**config.mk**
```make
export PLATFORM = sky130hd
export DESIGN_NAME = bdc_regs
export DESIGN_NICKNAME = d
export VERILOG_FILES = /design/src/bdc_pkg.sv /design/src/bdc_ch_if.sv /design/src/bdc_ch_shadow.sv /design/src/bdc_pwm_gen.sv /design/src/bdc_regs.sv
export SDC_FILE = /design/constraint.sdc
export NUM_CORES = 1
export LEC_CHECK = 0
export BUFFER_PORTS_ARGS = -buffer_cell sky130_fd_sc_hd__buf_2
export CORE_MARGIN = 4
export CORE_UTILIZATION = 64
export CTS_CLUSTER_DIAMETER = 80
export DETAILED_ROUTE_END_ITERATION = 10
export GPL_TIMING_DRIVEN = 1
export PLACE_DENSITY = 0.86
export REMOVE_ABC_BUFFERS = 1
export SLEW_MARGIN = 20
export SYNTH_ARGS = -nofsm -noshare
export SYNTH_HDL_FRONTEND = slang
export SYNTH_HIERARCHICAL = 1
export SYNTH_SLANG_ARGS = --single-unit
```
**constraint.sdc**
```tcl
create_clock -name mclk -period 6.3 [get_ports mclk]
set_input_delay 0.945 -clock mclk [delete_from_list [all_inputs] [get_ports mclk]]
set_output_delay 0.945 -clock mclk [all_outputs]
set_load 0.02 [all_outputs]
```
**src/bdc_pkg.sv**
```systemverilog
// Shared constants and types for the backlight dimming register bank.
package bdc_pkg;
	localparam int ADDR_W = 8;
	localparam int DATA_W = 8;
	localparam int ONT_W = 18;
	localparam int NCH = 2;
	localparam int NFLAG = 4;

	localparam logic [7:0] ADDR_CURRENT = 8'h02;
	localparam logic [7:0] ADDR_MODE = 8'h03;
	localparam logic [7:0] ADDR_CH1_HIGH = 8'h04;
	localparam logic [7:0] ADDR_CH1_MID = 8'h05;
	localparam logic [7:0] ADDR_CH2_HIGH = 8'h06;
	localparam logic [7:0] ADDR_CH2_MID = 8'h07;
	localparam logic [7:0] ADDR_LOW_BITS = 8'h0c;

	localparam logic [3:0] CURRENT_RST = 4'hb;
	localparam logic [7:0] CURRENT_BASE_MA = 8'h2d;
	localparam logic [7:0] CURRENT_STEP_MA = 8'h05;
	localparam logic [7:0] ONT_BYTE_RST = 8'hff;
	localparam logic [7:0] LOW_BITS_RST = 8'hff;

	localparam int MODE_FLAG_LSB = 4;
	localparam int MODE_EXT_BIT = 3;
	localparam int MODE_HYB_BIT = 2;
	localparam int MODE_THR_LSB = 0;
	localparam logic EXT_RST = 1'b1;
	localparam logic HYB_RST = 1'b0;
	localparam logic [1:0] THR_RST = 2'h0;

	localparam int ONT_HIGH_LSB = 10;
	localparam int ONT_MID_LSB = 2;
	localparam int ONT_UNIT_NS = 50;
	localparam int CLK_PERIOD_NS = 100;

	localparam logic [7:0] READ_UNMAPPED = 8'h00;

	typedef enum logic [2:0] {
		BDC_IDLE = 3'b001,
		BDC_PEND = 3'b010,
		BDC_COMMIT = 3'b100
	} bdc_commit_e;
endpackage

```
**src/bdc_ch_if.sv**
```systemverilog
// Interface carrying one channel's staged bytes and commit strobe.
`timescale 1ns/100ps
interface bdc_ch_if;
	logic [7:0] high_byte;
	logic [7:0] mid_byte;
	logic [1:0] low_bits;
	logic touched;
	logic commit;
	modport regs (output high_byte, output mid_byte, output low_bits, output touched,
		input commit);
	modport shadow (input high_byte, input mid_byte, input low_bits, input touched,
		output commit);
endinterface

```
**src/bdc_ch_shadow.sv**
```systemverilog
// Active on-time copy of one channel, updated as a whole.
`timescale 1ns/100ps
module bdc_ch_shadow (
	input wire logic mclk,
	input wire logic rst_n,
	input wire logic frame_end,
	bdc_ch_if.shadow ch,
	output logic [bdc_pkg::ONT_W-1:0] active_value
);
	bdc_pkg::bdc_commit_e state_q, state_d;
	logic [bdc_pkg::ONT_W-1:0] value_q, value_d;

	// A commit waits for the period boundary so no pulse sees a half-written value.
	always_comb begin
		state_d = state_q;
		value_d = value_q;
		case (state_q)
			bdc_pkg::BDC_IDLE: begin
				if (ch.touched) begin
					state_d = bdc_pkg::BDC_PEND;
				end
			end
			bdc_pkg::BDC_PEND: begin
				if (frame_end) begin
					state_d = bdc_pkg::BDC_COMMIT;
				end
			end
			bdc_pkg::BDC_COMMIT: begin
				value_d = {ch.high_byte, ch.mid_byte, ch.low_bits};
				// A write in this cycle leaves touched set, so idle re-arms on the next edge.
				state_d = bdc_pkg::BDC_IDLE;
			end
			default: begin
				state_d = bdc_pkg::BDC_IDLE;
			end
		endcase
	end

	always_ff @(posedge mclk) begin
		if (!rst_n) begin
			state_q <= bdc_pkg::BDC_IDLE;
			value_q <= {bdc_pkg::ONT_BYTE_RST, bdc_pkg::ONT_BYTE_RST, bdc_pkg::LOW_BITS_RST[1:0]};
		end else begin
			state_q <= state_d;
			value_q <= value_d;
		end
	end

	assign ch.commit = (state_q == bdc_pkg::BDC_COMMIT);
	assign active_value = value_q;
endmodule

```
**src/bdc_pwm_gen.sv**
```systemverilog
// Pulse generator for one channel, counting on-time in 50 ns units.
`timescale 1ns/100ps
module bdc_pwm_gen (
	input wire logic mclk,
	input wire logic rst_n,
	input wire logic [bdc_pkg::ONT_W-1:0] on_time,
	output logic frame_end,
	output logic pwm_on
);
	localparam logic [bdc_pkg::ONT_W-1:0] UNITS_PER_CLK =
		bdc_pkg::ONT_W'(bdc_pkg::CLK_PERIOD_NS / bdc_pkg::ONT_UNIT_NS);
	logic [bdc_pkg::ONT_W-1:0] cnt_q, cnt_d;

	// At 100 ns per clock the count steps two units; the last unit is lost.
	always_comb begin
		if (cnt_q >= {bdc_pkg::ONT_W{1'b1}} - UNITS_PER_CLK) begin
			cnt_d = '0;
		end else begin
			cnt_d = cnt_q + UNITS_PER_CLK;
		end
	end

	always_ff @(posedge mclk) begin
		if (!rst_n) begin
			cnt_q <= '0;
		end else begin
			cnt_q <= cnt_d;
		end
	end

	assign frame_end = (cnt_d == '0);
	assign pwm_on = (cnt_q < on_time);
endmodule

```
**src/bdc_regs.sv**
```systemverilog
// Backlight dimming register bank with coherent on-time update.
// Functional notes
// Current code linear: 45mA plus 5mA steps.
// Mode bits 7:4 show low-dim flags ch4..1.
// Mode bit 3 selects pin or register dimming.
// Mode bit 2 enables hybrid dimming, resets 0.
// Bits 1:0 pick crossover, reset 00 (6.25%).
// Each channel holds 18-bit on-time, 50ns units.
// High byte bits 17:10, middle byte 9:2.
// Ch1 at 04/05, ch2 at 06/07, reset ones.
// Shared register 0x0C holds two low bits each.
// Multi-byte on-time updates apply as one.
`timescale 1ns/100ps
module bdc_regs (
	input wire logic mclk,
	input wire logic rst_n,
	input wire logic reg_wr,
	input wire logic reg_rd,
	input wire logic [7:0] reg_addr,
	input wire logic [7:0] reg_wdata,
	output logic [7:0] reg_rdata,
	input wire logic brightness_pin,
	input wire logic [3:0] low_dim_in,
	output logic [3:0] led_current_code,
	output logic [7:0] led_current_ma,
	output logic external_brightness_select,
	output logic hybrid_dim_enable,
	output logic [1:0] hybrid_crossover_select,
	output logic [17:0] ch1_on_time_value,
	output logic [17:0] ch2_on_time_value,
	output logic [1:0] dim_out
);
	logic [3:0] cur_q, cur_d;
	logic ext_q, ext_d, hyb_q, hyb_d;
	logic [1:0] thr_q, thr_d;
	logic [7:0] high_q [bdc_pkg::NCH], high_d [bdc_pkg::NCH];
	logic [7:0] mid_q [bdc_pkg::NCH], mid_d [bdc_pkg::NCH];
	logic [7:0] lsb_q, lsb_d;
	logic [bdc_pkg::NCH-1:0] touch_q, touch_d;
	logic [7:0] rdata_q, rdata_d;
	logic [7:0] ma_q, ma_d;
	logic [1:0] dim_q, dim_d;
	logic [3:0] pin_s1_q, pin_s2_q;
	logic [bdc_pkg::NCH-1:0] commit, frame_end, pwm_on;
	logic [17:0] act [bdc_pkg::NCH];

	function automatic logic [7:0] code_to_ma(input logic [3:0] code);
		code_to_ma = bdc_pkg::CURRENT_BASE_MA + 8'(code * bdc_pkg::CURRENT_STEP_MA);
	endfunction

	function automatic logic hit(input logic [7:0] a, input logic [7:0] b);
		hit = reg_wr && (a == b);
	endfunction

	bdc_ch_if chif [bdc_pkg::NCH] ();

	for (genvar c = 0; c < bdc_pkg::NCH; c++) begin : g_ch
		assign chif[c].high_byte = high_q[c];
		assign chif[c].mid_byte = mid_q[c];
		assign chif[c].low_bits = lsb_q[2*c+1 -: 2];
		assign chif[c].touched = touch_q[c];
		assign commit[c] = chif[c].commit;
		bdc_ch_shadow u_shadow (
			.mclk(mclk),
			.rst_n(rst_n),
			.frame_end(frame_end[c]),
			.ch(chif[c]),
			.active_value(act[c])
		);
		bdc_pwm_gen u_pwm (
			.mclk(mclk),
			.rst_n(rst_n),
			.on_time(act[c]),
			.frame_end(frame_end[c]),
			.pwm_on(pwm_on[c])
		);
	end

	// Status pins and the brightness pin come from outside; synchronise all.
	always_ff @(posedge mclk) begin
		if (!rst_n) begin
			pin_s1_q <= '0;
			pin_s2_q <= '0;
		end else begin
			pin_s1_q <= low_dim_in;
			pin_s2_q <= pin_s1_q;
		end
	end

	logic pin_b1_q, pin_b2_q;
	always_ff @(posedge mclk) begin
		if (!rst_n) begin
			pin_b1_q <= 1'b0;
			pin_b2_q <= 1'b0;
		end else begin
			pin_b1_q <= brightness_pin;
			pin_b2_q <= pin_b1_q;
		end
	end

	always_comb begin
		cur_d = cur_q;
		ext_d = ext_q;
		hyb_d = hyb_q;
		thr_d = thr_q;
		lsb_d = lsb_q;
		rdata_d = rdata_q;
		for (int c = 0; c < bdc_pkg::NCH; c++) begin
			high_d[c] = high_q[c];
			mid_d[c] = mid_q[c];
			// A write in the commit cycle keeps the channel pending.
			touch_d[c] = touch_q[c] & ~commit[c];
		end
		if (hit(reg_addr, bdc_pkg::ADDR_CURRENT)) begin
			cur_d = reg_wdata[3:0];
		end
		if (hit(reg_addr, bdc_pkg::ADDR_MODE)) begin
			ext_d = reg_wdata[bdc_pkg::MODE_EXT_BIT];
			hyb_d = reg_wdata[bdc_pkg::MODE_HYB_BIT];
			thr_d = reg_wdata[bdc_pkg::MODE_THR_LSB +: 2];
		end
		if (hit(reg_addr, bdc_pkg::ADDR_CH1_HIGH)) begin
			high_d[0] = reg_wdata;
			touch_d[0] = 1'b1;
		end
		if (hit(reg_addr, bdc_pkg::ADDR_CH1_MID)) begin
			mid_d[0] = reg_wdata;
			touch_d[0] = 1'b1;
		end
		if (hit(reg_addr, bdc_pkg::ADDR_CH2_HIGH)) begin
			high_d[1] = reg_wdata;
			touch_d[1] = 1'b1;
		end
		if (hit(reg_addr, bdc_pkg::ADDR_CH2_MID)) begin
			mid_d[1] = reg_wdata;
			touch_d[1] = 1'b1;
		end
		if (hit(reg_addr, bdc_pkg::ADDR_LOW_BITS)) begin
			lsb_d = reg_wdata;
			touch_d = '1;
		end
		if (reg_rd) begin
			case (reg_addr)
				bdc_pkg::ADDR_CURRENT: rdata_d = {4'h0, cur_q};
				bdc_pkg::ADDR_MODE: rdata_d = {pin_s2_q, ext_q, hyb_q, thr_q};
				bdc_pkg::ADDR_CH1_HIGH: rdata_d = high_q[0];
				bdc_pkg::ADDR_CH1_MID: rdata_d = mid_q[0];
				bdc_pkg::ADDR_CH2_HIGH: rdata_d = high_q[1];
				bdc_pkg::ADDR_CH2_MID: rdata_d = mid_q[1];
				bdc_pkg::ADDR_LOW_BITS: rdata_d = lsb_q;
				default: rdata_d = bdc_pkg::READ_UNMAPPED;
			endcase
		end
		ma_d = code_to_ma(cur_q);
		// Pin dimming passes the synchronised pin; otherwise the register PWM.
		for (int c = 0; c < bdc_pkg::NCH; c++) begin
			dim_d[c] = ext_q ? pin_b2_q : pwm_on[c];
		end
	end

	always_ff @(posedge mclk) begin
		if (!rst_n) begin
			cur_q <= bdc_pkg::CURRENT_RST;
			ext_q <= bdc_pkg::EXT_RST;
			hyb_q <= bdc_pkg::HYB_RST;
			thr_q <= bdc_pkg::THR_RST;
			lsb_q <= bdc_pkg::LOW_BITS_RST;
			touch_q <= '0;
			rdata_q <= bdc_pkg::READ_UNMAPPED;
			ma_q <= bdc_pkg::CURRENT_BASE_MA;
			dim_q <= '0;
			for (int c = 0; c < bdc_pkg::NCH; c++) begin
				high_q[c] <= bdc_pkg::ONT_BYTE_RST;
				mid_q[c] <= bdc_pkg::ONT_BYTE_RST;
			end
		end else begin
			cur_q <= cur_d;
			ext_q <= ext_d;
			hyb_q <= hyb_d;
			thr_q <= thr_d;
			lsb_q <= lsb_d;
			touch_q <= touch_d;
			rdata_q <= rdata_d;
			ma_q <= ma_d;
			dim_q <= dim_d;
			for (int c = 0; c < bdc_pkg::NCH; c++) begin
				high_q[c] <= high_d[c];
				mid_q[c] <= mid_d[c];
			end
		end
	end

	assign led_current_code = cur_q;
	assign led_current_ma = ma_q;
	assign external_brightness_select = ext_q;
	assign hybrid_dim_enable = hyb_q;
	assign hybrid_crossover_select = thr_q;
	assign ch1_on_time_value = act[0];
	assign ch2_on_time_value = act[1];
	assign reg_rdata = rdata_q;
	assign dim_out = dim_q;
endmodule

```
Word-level counts from Yosys, hierarchy flattened
Memories as Yosys holds them, arrays and structs flattened.
Cells that the tools add are included.
{ "word_totals": {"ff_bits": 124, "mem_bits_rw": 32, "in_bits": 25, "output_inout_bits": 62, "wordCells": 91, "n_memories": 2} }
{ "op_classes": {"add_sub_neg": 3, "mul": 1, "n_lt_le_gt_ge": 4, "eq_ne": 17, "muxes": 26, "n_bitwise": 8, "n_reduce_logical": 11} }
{ "mem_list": {"columns": ["memory", "words", "word_bits", "rd", "rd_clocked_by_memory_dff", "write_ports", "line", "rtl"], "rows": [
  ["high_q", 2, 8, 2, 0, 2, "bdc_regs.sv:36", "logic [7:0] high_q [bdc_pkg::NCH], high_d [bdc_pkg::NCH];"],
  ["mid_q", 2, 8, 2, 0, 2, "bdc_regs.sv:37", "logic [7:0] mid_q [bdc_pkg::NCH], mid_d [bdc_pkg::NCH];"]
]} }
{ "op_table": {"columns": ["cell", "n"], "rows": [
  ["two-way mux 8 bit", 8],
  ["case mux 8 bit (7 select lines)", 1],
  ["adder 18 x 2 -> 18 bit (second input constant)", 2],
  [">= comparator 18 bit (second input constant)", 2],
  ["zero test 18 bit", 2],
  ["< comparator 18 bit", 2],
  ["two-way mux 18 bit", 2],
  ["equality test 8 x 3 -> 1 bit (second input constant)", 4],
  ["equality test 8 x 2 -> 1 bit (second input constant)", 2],
  ["two-way mux 3 bit", 4],
  ["case mux 3 bit (2 select lines)", 2],
  ["adder 6 x 7 -> 8 bit (first input constant)", 1],
  ["equality test 8 x 4 -> 1 bit (second input constant)", 1],
  ["two-way mux 1 bit", 8],
  ["logical AND 1 bit", 7],
  ["multiplier 4 x 3 -> 7 bit (second input constant)", 1],
  ["equality test 3 x 1 -> 1 bit (second input constant)", 2],
  ["equality test 3 x 2 -> 1 bit (second input constant)", 2],
  ["equality test 3 bit (second input constant)", 2],
  ["!= test 2 x 1 -> 1 bit (second input constant)", 2],
  ["!= test 2 bit (second input constant)", 2],
  ["OR 1 bit", 4],
  ["AND reduction 2 bit", 2],
  ["AND 1 bit", 2],
  ["2 further kinds", 3]
]} }

Longest topological paths before layout
Gate-level depths: netlist of the first run.
{ "logic_depth": {"depth_word": 6, "mapped_depth": 10, "ltp_nobuf": 10} }

Modules after synthesis
The synthesis of the first run kept the hierarchy.
{ "modules_own_cells": {"columns": ["mod", "n_inst", "cells_each", "area_each_um2", "seq_area_each_um2"], "rows": [
  ["bdc_regs", 1, 353, 3603.5, 1561.5],
  ["bdc_ch_shadow", 2, 92, 940.9, 420.4],
  ["bdc_pwm_gen at g_ch[0].u_pwm", 1, 170, 1417.6, 360.3],
  ["bdc_pwm_gen at g_ch[1].u_pwm", 1, 169, 1387.6, 360.3]
]} }

Worst setup path before layout of the first run
Ideal clock, no wire load.
{ "synth_timing": {"kind": "register to register", "startpoint": "register g_ch[0].u_shadow.value_q (netlist bit g_ch[0].u_shadow/active_value[3]) (read register of mid_q)", "endpoint": "register dim_q[0] (netlist: dim_out[0])", "setup_time_ns": 0.071, "arrival_time_ns": 2.160, "required_time_ns": 6.229, "path_slack_ns": 4.069, "stages_incl_launch_ff": 11, "path_buffers": 0, "period_less_slack_ns": 2.231, "path_cell_list": "dfxtp_1 -> inv_1 -> ha_1 -> a21o_1 -> a21o_1 -> a221oi_1 -> o21ai_0 -> a2111oi_0 -> o31a_1 -> nand2b_1 -> a21oi_1"} }
{ "synth_via": {"elab_chain_len": 2} }
{ "synth_lines": {"columns": ["element", "line", "rtl"], "rows": [
  ["start, declared", "bdc_ch_shadow.sv:11", "logic [bdc_pkg::ONT_W-1:0] value_q, value_d;"],
  ["< comparator 18 bit", "bdc_pwm_gen.sv:32", "assign pwm_on = (cnt_q < on_time);"],
  ["named net pwm_on, one bit", "bdc_regs.sv:44", "logic [bdc_pkg::NCH-1:0] commit, frame_end, pwm_on;"],
  ["two-way mux 1 bit", "bdc_regs.sv:157", "dim_d[c] = ext_q ? pin_b2_q : pwm_on[c];"],
  ["end signal, assigned", "bdc_regs.sv:185", "dim_q <= dim_d;"],
  ["end, declared", "bdc_regs.sv:42", "logic [1:0] dim_q, dim_d;"]
]} }
The timed path passes the listed nets, and every way through them passes these cells.
A chain may end at the register's enable or synchronous reset.

Final worst setup path of the first run
{ "layout_timing": {"startpoint": "input reg_addr[5]", "endpoint": "register lsb_q[3]"} }
{ "layout_via": {"elab_chain_len": 2} }
{ "layout_lines": {"columns": ["element", "line", "rtl"], "rows": [
  ["start, declared", "bdc_regs.sv:19", "input wire logic [7:0] reg_addr,"],
  ["equality test 8 x 4 -> 1 bit", "bdc_regs.sv:52", "hit = reg_wr && (a == b);"],
  ["logical AND 1 bit", "bdc_regs.sv:52", null],
  ["end signal, assigned", "bdc_regs.sv:167", "lsb_q <= bdc_pkg::LOW_BITS_RST;"],
  ["end signal, assigned", "bdc_regs.sv:181", "lsb_q <= lsb_d;"],
  ["end, declared", "bdc_regs.sv:38", "logic [7:0] lsb_q, lsb_d;"]
]} }
No other way between the ends.

==> results.py, run 1 <==
metrics = {
    "die": {
        "io_pins": 87,
        "initial_core_util_pct": 65.4,
        "die_h_um": 122,
        "coreArea_um2": 12700,
        "die_w_um": 122,
        "placementRows": 41,
        "fp.dieArea_um2": 14800,
    },
    "grt": {
        "grt_antenna_before_repair": 0,
        "top_usage_layer": "met2",
        "globalRouteMet3Util_pct": 5.43,
        "track_usage_pct": 26.3,
        "grt_overflow": 0,
        "use_met2_pct": 41.0,
        "grt_pass1_vias": 6234,
        "grt_max_degree": 77,
        "use_met1_pct": 36.3,
        "grt_pass1_wl_um": 31100,
    },
    "clock_network": {
        "cts_tree": "built",
        "clkTransAtPathRegs_ps": 60,
        "clockRootBuffer": "clkbuf_16",
        "clock_latency_ps": 430,
        "cts_max_path_buffers": 2,
        "post_cts_buffers": 0,
        "clock-sinks": 156,
        "cts_buffers": 17,
        "htreeDepth": 4,
        "hold_buffers": 0,
        "ctsResizeCount": 0,
    },
    "logic_synthesis": {
        "ys_ff_latch": 156,
        "postSynth.asyncResetShare_pct": 0,
        "synthCells": 876,
        "synth-warning-count": 6,
        "synth_edf_count": 0,
        "synth_top_area_share_pct": 37.7,
        "avgSynthCellArea_um2": 9.46,
        "synth_area_um2": 8290,
        "synth_seq_area_share_pct": 37.7,
        "ys.flop_type": "dfxtp_1",
        "synth.largest_area_cell": "dfxtp_1",
        "yosys-top-cells-area": "dfxtp_1, mux2i_1, ha_1",
        "synth.distinct_cells": 76,
    },
    "timing": {
        "slew_viol_final": 0,
        "period_share_pct": 44.8,
        "tns_ps": 0,
        "setup_viol": 0,
        "tightest_slew_ps": 950,
        "slew_headroom_pct": 36.2,
        "hold_viol": 0,
        "max_freq_mhz": 355,
        "rsz0062_at_grt": "no",
        "clock_skew_ps": 8.48,
        "min_period_ps": 2820,
    },
    "routing": {
        "via_per_inst": 5.86,
        "vias": 6550,
        "ant_nets": 0,
        "wirelength_um": 19000,
        "firstDrtPassIters": 6,
        "wire_per_inst_um": 17.0,
        "drc": 0,
        "drt_iter0_markers": 601,
    },
    "power_and_ir_drop": {
        "peakVddDrop_v": 0.000186,
        "finalPower_mw": 2.12,
        "total_leakage_power_nw": 4.75,
        "powerDensity_nw_per_um2": 230,
    },
    "layout": {
        "fin_nets": 1003,
        "post-route-cell-area_um2": 9210,
        "n_antenna_cell": 0,
        "drive_gt1_share_pct": 16.5,
        "syn2layout_area_growth_pct": 11.0,
    },
    "worst_setup_path": {
        "cp_max_fo": 12,
        "crit_path_end_kind": "flop",
        "critPathArrivalTime_ps": 3110,
        "startpoint_type": "input pin",
        "worstSetupPathType": "in2reg",
        "cp.required_ps": 6590,
    },
    "place": {
        "hpwl_um": 13400,
        "placed_area_um2": 8610,
        "io_buffers": 86,
        "place.gp.congestion": 0.850,
    },
    "worst_hold_path": {
        "hold_path_class": "reg2reg",
    },
    "flow_run": {
        "drv_cap": 0,
    },
    "run_status": {
        "status": "finished clean",
    },
}
path summary, 6_finish.rpt:
check,startpoint,end,slack [ps],cells after the start
worst min register to register,pin_s1_q[0],pin_s2_q[0],440,1
worst max register to register,g_ch[0].u_shadow/active_value[3],dim_out[0],3690,10
worst min-delay path,pin_s1_q[0],pin_s2_q[0],440,1
worst max-delay path,reg_addr[5],lsb_q[3],3480,5
cell usage after synthesis (4+ instances only):
| cell | instances |
|---|---|
| dfxtp_1 | 156 |
| inv_1 | 80 |
| nand2_1 | 74 |
| mux2i_1 | 58 |
| nor2_1 | 57 |
| ha_1 | 45 |
| nand4bb_1 | 38 |
| o211ai_1 | 38 |
| xnor2_1 | 20 |
| clkbuf_1 | 19 |
| xor2_1 | 18 |
| a21o_1 | 16 |
| nand3_1 | 16 |
| and3_1 | 15 |
| and2_1 | 14 |
| nand4_1 | 14 |
| a21oi_1 | 13 |
| nand2b_1 | 13 |
| nor2b_1 | 13 |
| o21ai_0 | 12 |
| buf_6 | 10 |
| buf_2 | 9 |
| nor3_1 | 9 |
| mux2_2 | 8 |
| o21ai_1 | 7 |
| a31oi_1 | 5 |
| nand4_4 | 5 |
| a221oi_1 | 4 |
| a22oi_1 | 4 |
| a32oi_1 | 4 |
sequential cells by signal, summed over array words and instances (netlist names):
name	flops
g_ch.u_shadow/state_q	6
pin_b2_q	1
pin_b1_q	1
high_q	16
g_ch.u_pwm/cnt_q	36
led_current_ma	8
pin_s1_q	4
hybrid_crossover_select	2
external_brightness_select	1
dim_out	2
touch_q	2
hybrid_dim_enable	1
g_ch.u_shadow/active_value	36
pin_s2_q	4
lsb_q	8
led_current_code	4
reg_rdata	8
mid_q	16
logic make-up after synthesis:
kind of cell	count (synthesis)	share of synthesized area, %
multiplexers	66	8.09
buffers and inverters	130	7.61
adder cells (fa/ha/maj)	46	7.03
AND/OR/NAND/NOR	309	24.2
AO/OA/AOI/OAI	131	11.4
XOR/XNOR	38	4.01
flip-flops	156	37.7
stage by stage:
| stage | worst slack [ps] | instances | utilization [%] | hold WS, ps |
|---|---|---|---|---|
| 3_5_place_dp | 3070 | 1085 | 68.0 | 426 |
| 5_1_grt | 3260 | 1117 | 72.6 | 463 |
| 4_1_cts | 3520 | 1117 | 72.6 | 442 |
| 2_1_floorplan | 3550 | 826 | - | 412 |
| 3_3_place_gp | 3150 | 1085 | 68.0 | 414 |
| 6_report | 3480 | 1117 | 72.6 | 439 |
final cells by class:
cell class / instances / area, um2
timing repair buffer: 87 / 438
sequential: 156 / 3120
multi-input combinational: 590 / 4540
inverter: 80 / 300
clock inverter: 12 / 135
clock buffer: 20 / 457
tap: 172 / 215
fill: 937 / 3470
layout by cell type, fill, tap and decap left out, types with 5 or more instances in the layout:
cell type and instances:
a21oi_1 13, mux2_2 8, o21ai_1 7, dfxtp_1 156, xnor2_1 20, buf_2 86, nand2b_1 13, mux2i_1 58
clkbuf_16 17, nand4bb_1 38, nand3_1 16, ha_1 45, xor2_1 18, o21ai_0 12, nor2_1 57, inv_1 80
nand2_1 74, nand4_1 14, nor3_1 9, a21o_1 16, and3_1 15, and2_1 14, nand4_4 5, nor2b_1 13
o211ai_1 38, a31oi_1 5
critical path: stages:
cell and delay (ps):
buf_2 120, nor4_4 840, nand4_1 760, mux2i_1 350
nand2_1 80
routing by layer:
layer	part of all wire (%)	wire length [um]
met1	46	8680
met2	46	8710
met3	5.8	1110
met4	2.7	510
met5	0	0
power breakdown:
group	internal (mW)	switching, mW	total (mW)
Combinational	0.0326	0.0615	0.0940
Clock	0.608	0.415	1.02
Sequential	0.995	0.00746	1.00
Total	1.64	0.484	2.12
(Power assumes the default switching activity.)
==> inputs of run 2 (changes only) <==
ABC_AREA = 1   (was default)
CORE_UTILIZATION = 59   (was 64)
PLACE_DENSITY = 0.8   (was 0.86)
clock period = 2.6 ns   (was 6.3 ns; I/O delays follow)
==> results.py, run 2 <==
metrics = {
    "run_status": {
        "status": "finished clean",
    },
    "worst_hold_path": {
        "hold_depth": 3,
        "min_from": "low_dim_in[1]",
        "hold_end": "pin_s1_q[1]",
        "hold_path_class": "in2reg",
    },
    "power_and_ir_drop": {
        "finalPower_mw": 5.02,
        "powerDensity_nw_per_um2": 541,
        "peakVddDrop_v": 0.000539,
        "total_leakage_power_nw": 5.00,
    },
    "routing": {
        "firstDrtPassIters": 5,
        "wire_per_inst_um": 14.4,
        "via_per_inst": 5.45,
        "drt_iter0_markers": 803,
        "vias": 7665,
        "ant_nets": 0,
        "drc": 0,
        "wirelength_um": 20200,
    },
    "worst_setup_path": {
        "cp_cell_sequence": "inv_1, fa_1, inv_1, ha_1, nand2_1, o21ai_0, inv_1, nor2_1, o21ai_0, a21oi_1, nor2_1",
        "worstSetupPathType": "reg2reg",
        "startpoint_type": "flop",
        "path_delay_family": "adder cells",
        "r2r-start": "led_current_code[0]",
        "crit_path_end_kind": "flop",
        "crit_path_frequent_cell": "inv_1",
        "cp_max_fo": 5,
        "cp.required_ps": 2930,
        "critPathSlowestCell": "fa_1",
        "reg2reg_slack_ps": 300,
        "rr_endpoint": "led_current_ma[6]",
        "crit_buf_inv": 3,
        "crit_start": "led_current_code[0]",
        "slowest_delay_ps": 560,
        "critPathArrivalTime_ps": 2630,
        "worst_r2r_path_depth": 11,
    },
    "logic_synthesis": {
        "ys_ff_latch": 156,
        "synth_seq_area_share_pct": 37.9,
        "yosys-top-cells-area": "dfxtp_1, nand2_1, nand3_1",
        "yosysMostFrequentCell": "nand2_1",
        "synth_area_um2": 8250,
        "synth.top_cells.by_count": "nand2_1, nand3_1, dfxtp_1",
        "avgSynthCellArea_um2": 7.24,
        "ys.flop_type": "dfxtp_1",
        "synthCells": 1140,
        "synth-warning-count": 6,
        "postSynth.asyncResetShare_pct": 0,
        "synth.largest_area_cell": "dfxtp_1",
        "synth_top_area_share_pct": 37.9,
        "synth.distinct_cells": 42,
        "synth_edf_count": 0,
    },
    "die": {
        "coreArea_um2": 13500,
        "initial_core_util_pct": 61.3,
        "io_pins": 87,
        "die_w_um": 126,
        "fp.dieArea_um2": 15900,
        "placementRows": 42,
        "die_h_um": 126,
    },
    "layout": {
        "fin_util_pct": 69.0,
        "multiInputGateArea_um2": 4350,
        "syn2layout_area_growth_pct": 12.5,
        "fin_nets": 1288,
        "layout_commonest_cell": "nand2_1",
        "n_antenna_cell": 0,
        "final_cell_mix": "nand2_1, nand3_1, dfxtp_1, inv_1, nor2_1",
        "regArea_um2": 3120,
        "drive_gt1_share_pct": 15.6,
        "fill_cells": 1188,
    },
    "grt": {
        "grt_overflow": 0,
        "grt_max_degree": 45,
        "grt_pass1_wl_um": 33500,
        "grt_pass1_vias": 6997,
        "grt_antenna_before_repair": 0,
        "track_usage_pct": 25.5,
    },
    "timing": {
        "period_share_pct": 88.3,
        "hold_viol": 0,
        "slew_viol_final": 0,
        "rsz0062_at_grt": "no",
        "tightest_slew_ps": 522,
        "clock_skew_ps": 11.5,
        "tns_ps": 0,
        "setup_viol": 0,
        "min_period_ps": 2300,
        "max_freq_mhz": 435,
        "slew_headroom_pct": 65.0,
    },
    "clock_network": {
        "clock_latency_ps": 430,
        "cts_max_path_buffers": 2,
        "hold_buffers": 0,
        "post_cts_buffers": 0,
        "clockRootBuffer": "clkbuf_16",
        "htreeDepth": 4,
        "cts_buffers": 17,
        "clkTransAtPathRegs_ps": 70,
        "cts_tree": "built",
        "clock-sinks": 156,
        "ctsResizeCount": 0,
    },
    "place": {
        "place.gp.congestion": 0.923,
        "io_buffers": 86,
        "hpwl_um": 15000,
    },
    "flow_run": {
        "drv_cap": 0,
    },
}
run 2: how the worst max path moves through the flow:
stage,endpoint,slack (ps),depth (start not counted)
6_report,led_current_ma[6],300,11
5_1_grt,led_current_ma[6],60,12
4_1_cts,led_current_ma[6],310,11
3_5_place_dp,led_current_ma[6],310,11
3_3_place_gp,led_current_ma[6],420,11
2_1_floorplan,led_current_ma[6],340,11
run 2: worst register-to-register path, cell delays in order, from the launching register on:
cell	delay [ps]
dfxtp_1	400
inv_1	130
fa_1	560
inv_1	40
ha_1	310
nand2_1	60
o21ai_0	200
inv_1	60
nor2_1	120
o21ai_0	120
a21oi_1	150
nor2_1	60
run 2: per-layer routing:
layer	global-route usage, %	share of wire (%)	up-vias
met5	0	0	-
met1	34.6	46	3521
met3	5.33	5.2	34
li1	-	-	3869
met2	41.3	47	241
met4	7.19	1.8	0
run 2: report_power, final:
group	leakage, nW	switching [mW]	total (mW)	internal, mW
Combinational	3.46	0.154	0.216	0.0625
Clock	0.274	1.09	2.37	1.28
Sequential	1.26	0.0184	2.43	2.41
Total	5.00	1.27	5.02	3.76
run 2: cell type report:
| cell class | instances | area share (%) |
|---|---|---|
| sequential | 156 | 33.6 |
| clock inverter | 14 | 1.33 |
| tap | 176 | 2.37 |
| timing repair buffer | 93 | 5.23 |
| inverter | 143 | 5.84 |
| multi-input combinational | 806 | 46.8 |
| clock buffer | 18 | 4.73 |
run 2: logic make-up (layout without fill, tap and decap cells):
kind of cell / count (synthesis) / count (layout) / share of synthesized area [%]
xor+xnor: 11 / 11 / 1.17
flops: 156 / 156 / 37.9
simple gates: 661 / 661 / 37.8
fa+ha+maj: 46 / 46 / 7.07
compound gates: 88 / 88 / 6.67
buf+inv: 178 / 268 / 9.42
run 2: stage by stage:
step,setup slack (ps),area [um2],hold slack [ps],instances
2_1_floorplan,340,8010,390,1105
3_3_place_gp,424,8720,393,1374
3_5_place_dp,310,8720,399,1374
4_1_cts,306,9280,122,1406
5_1_grt,58.8,9280,149,1406
6_report,304,9280,134,1406
